[src/fdc_pkg.sv]
// Constants, field layouts and carrier types for the floppy host FIFO and status block.
// Assumes a single 25 MHz clock domain and a plain strobe register port.
//
// Summary of operation
// - All parameter and data bytes pass one 16-byte FIFO with programmable threshold.
// - Pin reset restores single-byte mode; soft reset does too unless hold bit set.
// - Setup-parameters command enables full FIFO with programmed threshold.
// - Each command starts with FIFO off; parameters pass byte by byte.
// - Entering execution phase empties the FIFO of stale bytes.
// - Overrun or underrun ends the command and stops transfers.
// - Underrun on disk write pads the sector with 00 bytes.
// - Disk input status is read-only; basic mode drives bit 7 only.
// - Media-changed bit is inverse of the cable level.
// - Alternate mode shows media-changed bit 7 with inverted polarity.
// - Drive inputs forced inactive force media-changed inactive; others unchanged.
// - Extended mode: bit3 one, bits2:1 rate, bit0 low for 500K or 1M.
// - With powerdown-status enable, bits 6,5,4 show idle, powerdown, idle mask.
// - Alternate mode bit3 mirrors DMA gate, bit2 mirrors precomp-off.
// - Drive specification command can change reported rate bits.
// - Config register write-only; rate bits reset to 1 and 0.
// - Config bit 4 is idle mask only with status enable; ignored in basic mode.
// - Alternate mode bit 2 stored for readback only; hardware reset clears it.
// - Three reset sources; any of them exits powerdown.
// - Entering reset stops all operations and goes idle.
// - Leaving reset clears registers, awaits command, starts drive polling.
// - Pin reset clears all but timing registers, sets output-register reset bit.
// - Rate code 11=1M, 00=500K, 01=300K, 10=250K.
// - Request flag permits one transfer; direction one means host reads.
// - Rate-register reset self clears; output-register reset held, has precedence.
package fdc_pkg;
	// Register indices on the plain port and FIFO depth
	localparam logic [3:0] ADDR_DATA = 4'h0;
	localparam logic [3:0] ADDR_STATUS = 4'h1;
	localparam logic [3:0] ADDR_DIS = 4'h2;
	localparam logic [3:0] ADDR_CCR = 4'h3;
	localparam logic [3:0] ADDR_DOR = 4'h4;
	localparam logic [3:0] ADDR_RATE_SEL = 4'h5;
	localparam logic [3:0] ADDR_SETUP = 4'h6;
	localparam logic [3:0] ADDR_CTRL = 4'h7;
	localparam logic [3:0] ADDR_SRB = 4'h8;
	localparam int FIFO_DEPTH = 16;
	localparam logic [4:0] FIFO_DEPTH_C = 5'h10;
	// Field positions
	localparam int RATE_LO_BIT = 0;
	localparam int PRECOMP_OFF_BIT = 2;
	localparam int IDLE_MASK_BIT = 4;
	localparam int DOR_DMA_GATE_BIT = 3;
	localparam int DOR_RESET_N_BIT = 2;
	localparam int RSEL_RESET_BIT = 7;
	localparam int RSEL_PDOWN_BIT = 6;
	localparam int SETUP_HOLD_BIT = 7;
	localparam int SETUP_FULL_BIT = 6;
	localparam int SETUP_NOPOLL_BIT = 5;
	localparam int CTRL_EXEC_BIT = 0;
	localparam int CTRL_DIR_BIT = 1;
	localparam int CTRL_SPEC_BIT = 2;
	// Reset values and rate codes
	localparam logic [1:0] RATE_RESET = 2'h2;
	localparam logic [3:0] THRESH_RESET = 4'h0;
	localparam logic [1:0] RATE_1M = 2'h3;
	localparam logic [1:0] RATE_500K = 2'h0;
	localparam logic [1:0] RATE_300K = 2'h1;
	localparam logic [1:0] RATE_250K = 2'h2;
	// Service budget in ns
	localparam int SERVICE_MARGIN_NS = 1500;

	typedef enum logic [1:0]
	{
		MODE_BASIC = 2'h0,
		MODE_EXTENDED = 2'h1,
		MODE_ALTERNATE = 2'h2
	} host_mode_t;

	typedef enum logic [1:0]
	{
		PH_IDLE = 2'h0,
		PH_COMMAND = 2'h1,
		PH_EXEC = 2'h2,
		PH_RESET = 2'h3
	} phase_t;

	typedef struct packed
	{
		logic [3:0] addr;
		logic [7:0] wdata;
		logic wr;
		logic rd;
	} reg_req_t;
endpackage : fdc_pkg

[src/fdc_host_fifo_status_reset.sv]
// Host-facing FIFO, disk input status, config/rate control and reset logic.
// Assumes the host and DMA controller keep service timing; inputs are synchronous.
//
// The register addresses and strobed register access were chosen for this implementation.
`timescale 1ns/1ps
`default_nettype none
module fdc_host_fifo_status_reset
(
	input wire logic ref_clk,
	input wire logic rst_n,
	input wire fdc_pkg::reg_req_t req,
	output logic [7:0] rdata,
	output logic [7:0] rdata_oe,
	input wire fdc_pkg::host_mode_t host_mode,
	input wire logic powerdown_status_enable,
	input wire logic media_changed_n,
	input wire logic drive_inputs_off,
	input wire logic idle_state,
	input wire logic [1:0] spec_rate,
	input wire logic disk_valid,
	input wire logic [7:0] disk_byte,
	input wire logic disk_take,
	input wire logic disk_write_active,
	output logic [7:0] disk_out,
	output logic disk_pad,
	output logic host_transfer_request,
	output logic transfer_direction,
	output logic dma_request,
	output logic idle_pin,
	output logic powered_down_flag,
	output logic polling_enable,
	output logic core_reset,
	output logic command_abort
);
	// ********************************
	// State
	// ********************************
	typedef struct packed
	{
		logic [15:0][7:0] mem;
		logic [3:0] wp;
		logic [3:0] rp;
		logic [4:0] cnt;
		logic [1:0] rate;
		logic precomp_off;
		logic idle_mask;
		logic srb_idle_mask;
		logic [7:0] digital_output_register;
		logic soft_reset;
		logic hold;
		logic full_fifo;
		logic no_poll;
		logic [3:0] thresh;
		fdc_pkg::phase_t phase;
		logic dir_read;
		logic pdown;
		logic pad;
		logic abort;
		logic [7:0] disk_out;
		logic [7:0] rdata;
		logic [7:0] rdata_oe;
	} state_t;

	state_t s_q;
	state_t s_d;
	logic rst_meta_q;
	logic rst_sync_q;

	// Reset release through two flops
	always_ff @(posedge ref_clk or negedge rst_n)
	begin
		if (!rst_n)
		begin
			rst_meta_q <= 1'b0;
			rst_sync_q <= 1'b0;
		end
		else
		begin
			rst_meta_q <= 1'b1;
			rst_sync_q <= rst_meta_q;
		end
	end

	// ********************************
	// Helpers
	// ********************************
	// High-density flag: low only at 500K and 1M
	function automatic logic hd_n(input logic [1:0] r);
		hd_n = !(r == fdc_pkg::RATE_500K || r == fdc_pkg::RATE_1M);
	endfunction : hd_n

	// Status byte for the active host mode
	function automatic logic [7:0] status_byte(input state_t st, input fdc_pkg::host_mode_t m,
		input logic pse, input logic mc_n, input logic off, input logic idl);
		logic chg;
		logic [7:0] b;
		chg = off ? 1'b0 : !mc_n;
		b = 8'h00;
		unique case (m)
			fdc_pkg::MODE_BASIC: b = {chg, 7'h00};
			fdc_pkg::MODE_EXTENDED: b = {chg, idl, st.pdown, st.idle_mask, 1'b1, st.rate, hd_n(st.rate)};
			fdc_pkg::MODE_ALTERNATE: b = {off ? 1'b1 : !chg, idl, st.pdown, st.idle_mask,
				st.digital_output_register[fdc_pkg::DOR_DMA_GATE_BIT], st.precomp_off, st.rate};
			default: b = 8'h00;
		endcase
		if (!pse)
		begin
			b[6:4] = 3'h0;
		end
		status_byte = b;
	endfunction : status_byte

	// ********************************
	// Next state
	// ********************************
	logic pin_like;
	logic soft_any;
	logic fifo_full;
	logic fifo_empty;
	logic push;
	logic pop;
	logic [7:0] push_byte;
	logic want;
	logic req_flag;

	// Request and data-path decode
	always_comb
	begin
		soft_any = !s_q.digital_output_register[fdc_pkg::DOR_RESET_N_BIT] || s_q.soft_reset;
		fifo_full = s_q.cnt == fdc_pkg::FIFO_DEPTH_C;
		fifo_empty = s_q.cnt == 5'h00;
		// Threshold only in full mode during execution phase
		if (s_q.full_fifo && s_q.phase == fdc_pkg::PH_EXEC)
		begin
			want = s_q.dir_read ? (s_q.cnt >= {1'b0, s_q.thresh} + 5'h01)
				: ((fdc_pkg::FIFO_DEPTH_C - s_q.cnt) >= {1'b0, s_q.thresh} + 5'h01);
		end
		else
		begin
			want = s_q.dir_read ? !fifo_empty : fifo_empty;
		end
		req_flag = want && !soft_any && !s_q.abort;
		push = 1'b0;
		pop = 1'b0;
		push_byte = req.wdata;
		pin_like = 1'b0;
		if (!soft_any && !s_q.abort)
		begin
			if (s_q.dir_read)
			begin
				push = disk_valid && !fifo_full;
				push_byte = disk_byte;
				pop = req.rd && req.addr == fdc_pkg::ADDR_DATA && !fifo_empty;
			end
			else
			begin
				push = req.wr && req.addr == fdc_pkg::ADDR_DATA && !fifo_full;
				pop = disk_take && !fifo_empty;
			end
		end
	end

	// Register, FIFO and reset sequencing
	always_comb
	begin
		s_d = s_q;
		s_d.soft_reset = 1'b0;
		s_d.pad = 1'b0;
		if (push)
		begin
			s_d.mem[s_q.wp] = push_byte;
			s_d.wp = s_q.wp + 4'h1;
		end
		if (pop)
		begin
			s_d.disk_out = s_q.mem[s_q.rp];
			s_d.rp = s_q.rp + 4'h1;
		end
		s_d.cnt = s_q.cnt + {4'h0, push} - {4'h0, pop};
		if (s_q.abort && !s_q.dir_read && disk_write_active)
		begin
			s_d.pad = 1'b1;
			s_d.disk_out = 8'h00;
		end
		if (req.wr)
		begin
			unique case (req.addr)
				fdc_pkg::ADDR_CCR:
				begin
					s_d.rate = req.wdata[1:0];
					if (host_mode == fdc_pkg::MODE_ALTERNATE)
					begin
						s_d.precomp_off = req.wdata[fdc_pkg::PRECOMP_OFF_BIT];
					end
					if (powerdown_status_enable && host_mode != fdc_pkg::MODE_BASIC)
					begin
						s_d.idle_mask = req.wdata[fdc_pkg::IDLE_MASK_BIT];
					end
				end
				fdc_pkg::ADDR_SRB: s_d.srb_idle_mask = req.wdata[fdc_pkg::IDLE_MASK_BIT];
				fdc_pkg::ADDR_DOR: s_d.digital_output_register = req.wdata;
				fdc_pkg::ADDR_RATE_SEL:
				begin
					s_d.rate = req.wdata[1:0];
					s_d.soft_reset = req.wdata[fdc_pkg::RSEL_RESET_BIT];
					s_d.pdown = req.wdata[fdc_pkg::RSEL_PDOWN_BIT];
				end
				fdc_pkg::ADDR_SETUP:
				begin
					s_d.hold = req.wdata[fdc_pkg::SETUP_HOLD_BIT];
					s_d.full_fifo = req.wdata[fdc_pkg::SETUP_FULL_BIT];
					s_d.no_poll = req.wdata[fdc_pkg::SETUP_NOPOLL_BIT];
					s_d.thresh = req.wdata[3:0];
				end
				fdc_pkg::ADDR_CTRL:
				begin
					s_d.dir_read = req.wdata[fdc_pkg::CTRL_DIR_BIT];
					if (req.wdata[fdc_pkg::CTRL_EXEC_BIT])
					begin
						s_d.phase = fdc_pkg::PH_EXEC;
						s_d.wp = 4'h0;
						s_d.rp = 4'h0;
						s_d.cnt = 5'h00;
					end
					else
					begin
						s_d.phase = fdc_pkg::PH_COMMAND;
						s_d.abort = 1'b0;
					end
					if (req.wdata[fdc_pkg::CTRL_SPEC_BIT])
					begin
						s_d.rate = spec_rate;
					end
				end
				default: s_d.phase = s_q.phase;
			endcase
		end
		// Overrun or underrun ends the command; set beats a same-cycle control-write clear, a software reset clears it
		if (s_q.phase == fdc_pkg::PH_EXEC && !s_q.abort &&
			((s_q.dir_read && disk_valid && fifo_full) || (!s_q.dir_read && disk_take && fifo_empty)))
		begin
			s_d.abort = 1'b1;
		end
		// Software reset stops everything and goes idle
		if (soft_any)
		begin
			s_d.phase = fdc_pkg::PH_RESET;
			s_d.pdown = 1'b0;
			s_d.abort = 1'b0;
			s_d.wp = 4'h0;
			s_d.rp = 4'h0;
			s_d.cnt = 5'h00;
			if (!s_q.hold)
			begin
				s_d.full_fifo = 1'b0;
				s_d.thresh = fdc_pkg::THRESH_RESET;
			end
		end
		else if (s_q.phase == fdc_pkg::PH_RESET)
		begin
			s_d.phase = fdc_pkg::PH_IDLE;
		end
		// Read data one cycle later
		s_d.rdata = 8'h00;
		s_d.rdata_oe = 8'hFF;
		if (req.rd)
		begin
			unique case (req.addr)
				fdc_pkg::ADDR_DATA: s_d.rdata = pop ? s_q.mem[s_q.rp] : 8'h00;
				fdc_pkg::ADDR_STATUS: s_d.rdata = {req_flag, s_q.dir_read, s_q.phase == fdc_pkg::PH_EXEC,
					s_q.phase != fdc_pkg::PH_IDLE, 4'h0};
				fdc_pkg::ADDR_DIS:
				begin
					s_d.rdata = status_byte(s_q, host_mode, powerdown_status_enable,
						media_changed_n, drive_inputs_off, idle_state);
					s_d.rdata_oe = host_mode == fdc_pkg::MODE_BASIC ? 8'h80 : 8'hFF;
				end
				default: s_d.rdata = 8'h00;
			endcase
		end
	end

	// ********************************
	// Registers
	// ********************************
	// Pin reset clears all but rate, phase and read enables; output-register reset bit comes up active
	always_ff @(posedge ref_clk or negedge rst_sync_q)
	begin
		if (!rst_sync_q)
		begin
			s_q <= '0;
			s_q.rate <= fdc_pkg::RATE_RESET;
			s_q.phase <= fdc_pkg::PH_RESET;
			s_q.rdata_oe <= 8'hFF;
		end
		else
		begin
			s_q <= s_d;
		end
	end

	// ********************************
	// Outputs
	// ********************************
	assign rdata = s_q.rdata;
	assign rdata_oe = s_q.rdata_oe;
	assign disk_out = s_q.disk_out;
	assign disk_pad = s_q.pad;
	assign host_transfer_request = req_flag;
	assign transfer_direction = s_q.dir_read;
	assign dma_request = req_flag && s_q.phase == fdc_pkg::PH_EXEC && s_q.digital_output_register[fdc_pkg::DOR_DMA_GATE_BIT];
	// Mask source differs by mode
	assign idle_pin = idle_state && !((host_mode == fdc_pkg::MODE_BASIC) ? s_q.srb_idle_mask : s_q.idle_mask);
	assign powered_down_flag = s_q.pdown;
	assign polling_enable = !s_q.no_poll && s_q.phase == fdc_pkg::PH_IDLE;
	assign core_reset = s_q.phase == fdc_pkg::PH_RESET;
	assign command_abort = s_q.abort;
endmodule : fdc_host_fifo_status_reset
`default_nettype wire

[config.mk]
export PLATFORM = sky130hd
export DESIGN_NAME = fdc_host_fifo_status_reset
export DESIGN_NICKNAME = d
export VERILOG_FILES = /design/src/fdc_pkg.sv /design/src/fdc_host_fifo_status_reset.sv
export SDC_FILE = /design/constraint.sdc
export NUM_CORES = 1
export LEC_CHECK = 0
export ABC_AREA = 1
export ABC_CLOCK_PERIOD_IN_PS = 6000
export BUFFER_PORTS_ARGS = -buffer_cell sky130_fd_sc_hd__buf_4
export CAP_MARGIN = 40
export CORE_MARGIN = 2
export CORE_UTILIZATION = 40
export DETAILED_ROUTE_END_ITERATION = 10
export GPL_ROUTABILITY_DRIVEN = 0
export SYNTH_ARGS = -nofsm -noshare
export SYNTH_HDL_FRONTEND = slang
export SYNTH_SLANG_ARGS = --single-unit
[constraint.sdc]
create_clock -name ref_clk -period 6 [get_ports ref_clk]
set_input_delay 1.2 -clock ref_clk [delete_from_list [all_inputs] [get_ports ref_clk]]
set_output_delay 1.2 -clock ref_clk [all_outputs]
set_load 0.05 [all_outputs]
==> reports/qor.yml <==
synth_top_area_share: 0.4818
path_class: "reg -> out"
final_area_sq_um: 10320
tns_ns: 0
finalCriticalPeriod_ns: 3.967
rsz0062_at_grt: "no"
grt_pass1_vias: 7146
cts_hold_buf: 0
preCtsSetupSlack_ns: 1.728
cts-root-buf: "clkbuf_16"
syn_area_sq_um: 9193
num_rows: 55
r2r_slack_ns: 2.17
reg2reg_to: "s_q[55]$_DFF_PN0_"
dieArea_sq_um: 24210
fmax_mhz: 252.1
clk_path_buf_depth: 2
p_leak_uw: 0.004837
place_area_sq_um: 9699
ys_seq_elements: 181
ir_drop_mv: 0.1277
syn_area_per_cell_sq_um: 8.157
slew_viol_final: 0
drt_iter0_drc: 558
r2r_cells: 15
layout.nets: 1202
synthToLayoutAreaGrowth_pct: 12.30
grt_max_degree: 72
grt_pass1_wl_um: 39160
cts_sinks: 181
post_drt_wl_per_cell_um: 16.96
min_path_type: "reg -> async"
p_clk_frac: 0.382
synth_cell_types: 47
wirelength_um: 24480
synth-warning-count: 0
startpoint_type: "flop"
synthCells: 1127
critical_path_arrival_ns: 2.77
final_hold_viol_count: 0
io_pins: 68
cts_tree: "done"
synth_area_leaders: "dfrtp_1 (48%), nand2_1 (12%), o21ai_0 (9.0%), nor2_1 (3.6%), inv_1 (3.4%)"
slowest_stage: "dfrtp_1"
r2r_start: "s_q[52]$_DFF_PN0_"
synth_top_area_cell: "dfrtp_1"
vias: 7561
tightestPinTransition_ns: 0.7726
switchingPower_uw: 1007
worst_path_most_repeated_cell: "nand2_1"
finalWorstSetupSlack_ns: 2.033
core-area_sq_um: 22570
fp.dieW_um: 155.6
crit_family: "adder cells"
netSwitchingFraction: 0.3334
htree_levels: 4
die_h_um: 155.6
grt_overflow: 0
drt_pass1_iterations: 5
finalCritPeriodShare: 0.6611
crit_path_max_incr_delay_ns: 0.41
seq_area_frac_synth: 0.4933
portBuffers: 66
initial_core_util: 0.4073
num_antenna_cells: 0
critPathMaxFanout: 5
cts.reportedPaths.clkPinSlew_ns: 0.08
cp-end-kind: "output port"
gr-usage-all-layers: 0.2078
seq_power_share: 0.444
antenna_found_initial: 0
worstPathCellList: "inv_1, ha_1, nand2_1, inv_1, ha_1, inv_1, ha_1, a21boi_0, nand2_1, nand2_1, nand2_1, nand2_1, nand2_1, nor3_1, buf_4"
dp_hpwl_um: 16550
clock_latency_ns: 0.45
power_density_nw_per_um2: 292.4
post-cts-setup-buffer-count: 0
layout-drive-gt1-share: 0.1313
cap_violations: 0
combPwrFrac: 0.174
drc: 0
finalSetupViolCount: 0
post_cts_resized: 0
crit_buf_inv: 4
p_int_uw: 2013
whs_ns: 0.2658
relSlewSlack: 0.4849
status: "complete, no violations"
vias_per_cell: 5.240
numCtsBuffers: 17
drtAntennaViolNets: 0
finClkSkew_ns: 0.01787
cp.required_ns: 4.80
## flip-flops by register name, indices dropped and copies added, names as in the netlist
signal and cells:
rst_meta_q 1, disk_out 8, transfer_direction 1, rdata_oe 1, rdata 8, disk_pad 1, rst_sync_q 1, powered_down_flag 1
command_abort 1, s_q 158
## cells by family (layout without fill, tap and decap cells)
group / after synthesis / after routing / synth area share
buf+inv: 167 / 197 / 0.08793
mux: 1 / 1 / 0.001225
simple gates: 476 / 476 / 0.2153
fa+ha+maj: 22 / 22 / 0.03076
flops: 181 / 181 / 0.4933
other cells: 1 / 2 / 0.0004079
compound gates: 272 / 272 / 0.1644
xor+xnor: 7 / 7 / 0.006670
## layout by cell type (no fill, tap or decap), drive strengths merged
cell,Yosys,routed
inv,87,93
a32oi,2,2
a22oi,1,1
a211oi,3,3
dfstp,4,4
nor4,1,1
a221oi,1,1
buf,54,76
nor3b,2,2
clkinvlp,0,2
fa,1,1
clkbuf,23,17
xnor2,3,3
o211ai,10,10
nand4,11,11
mux2,1,1
o221ai,1,1
a31oi,2,2
a21boi,1,1
o31ai,2,2
xor2,4,4
o311ai,1,1
nand3,58,58
dfrtp,177,177
nor3,6,6
ha,21,21
o22ai,16,16
nand2,302,302
nor2,95,95
clkinv,2,9
conb,1,2
a21oi,43,43
or2,1,1
o21ai,189,189
## synth_stat cells, drive strengths merged
library cell / count
nor3b: 2
a32oi: 2
nand4: 11
xor2: 4
bufbuf: 1
a211oi: 3
ha: 21
nor4: 1
a21oi: 43
or2: 1
dfstp: 4
fa: 1
xnor2: 3
o311ai: 1
nor2: 95
buf: 54
nand2: 302
conb: 1
a31oi: 2
dfrtp: 177
a21boi: 1
a22oi: 1
inv: 87
o21ai: 189
o211ai: 10
mux2: 1
a221oi: 1
nand3: 58
o22ai: 16
clkinv: 2
clkbuf: 23
nor3: 6
o31ai: 2
o221ai: 1
## worst max path at each step
stage,startpoint,endpoint,slack (ns),cells past startpoint
after floorplan,rst_sync_q$_DFF_PN0_,command_abort$_DFFE_PN0P_,0.59,0
after global placement,req[11],s_q[55]$_DFF_PN0_,1.78,13
after detailed placement,req[11],s_q[55]$_DFF_PN0_,1.73,13
after CTS,s_q[53]$_DFF_PN0_,dma_request,2.02,15
after global routing,s_q[52]$_DFF_PN0_,s_q[55]$_DFF_PN0_,1.76,15
final,s_q[53]$_DFF_PN0_,dma_request,2.03,15
## stage by stage
step,std cells,util,power (uW)
3_5_place_dp,1411,0.4297,1888
6_report,1443,0.4574,3019
4_1_cts,1443,0.4574,3052
3_3_place_gp,1409,0.4273,1877
2_1_floorplan,1128,-,1701
5_1_grt,1443,0.4574,3155
## power by group through the flow
stage	Combinational, uW	Sequential, uW	Clock [uW]
2_1_floorplan	331	1370	0
3_3_place_gp	515	1360	0
3_5_place_dp	524	1360	0
4_1_cts	526	1340	1180
5_1_grt	577	1350	1230
6_report	524	1340	1150
## layer usage
layer  part of all wire  track usage  vias to the layer above
met4              0.023      0.07645                        0
li1                   -            -                     3711
met5                  0            0                        -
met1               0.47       0.2889                     3632
met3              0.040      0.03056                       34
met2               0.47       0.3319                      184
## worst reg2reg max path: cells and delay by family, from the launching register on
family / cells / cell delay, ns
buffers and inverters: 5 / 0.86
AO/OA/AOI/OAI: 1 / 0.32
flip-flops: 1 / 0.40
AND/OR/NAND/NOR: 3 / 0.53
adder cells (fa/ha/maj): 5 / 1.45
XOR/XNOR: 1 / 0.17
## cell type report
| type | count | area [sq um] |
|---|---|---|
| inverters | 89 | 334.1 |
| repair buffers | 76 | 610.6 |
| clock buffers | 17 | 425.4 |
| clock inverters | 15 | 198.9 |
| multi-input cells | 780 | 3859 |
| fillers | 2273 | 12250 |
| flip-flops and latches | 181 | 4539 |
| well taps | 285 | 356.6 |
(Power assumes the default switching activity.)
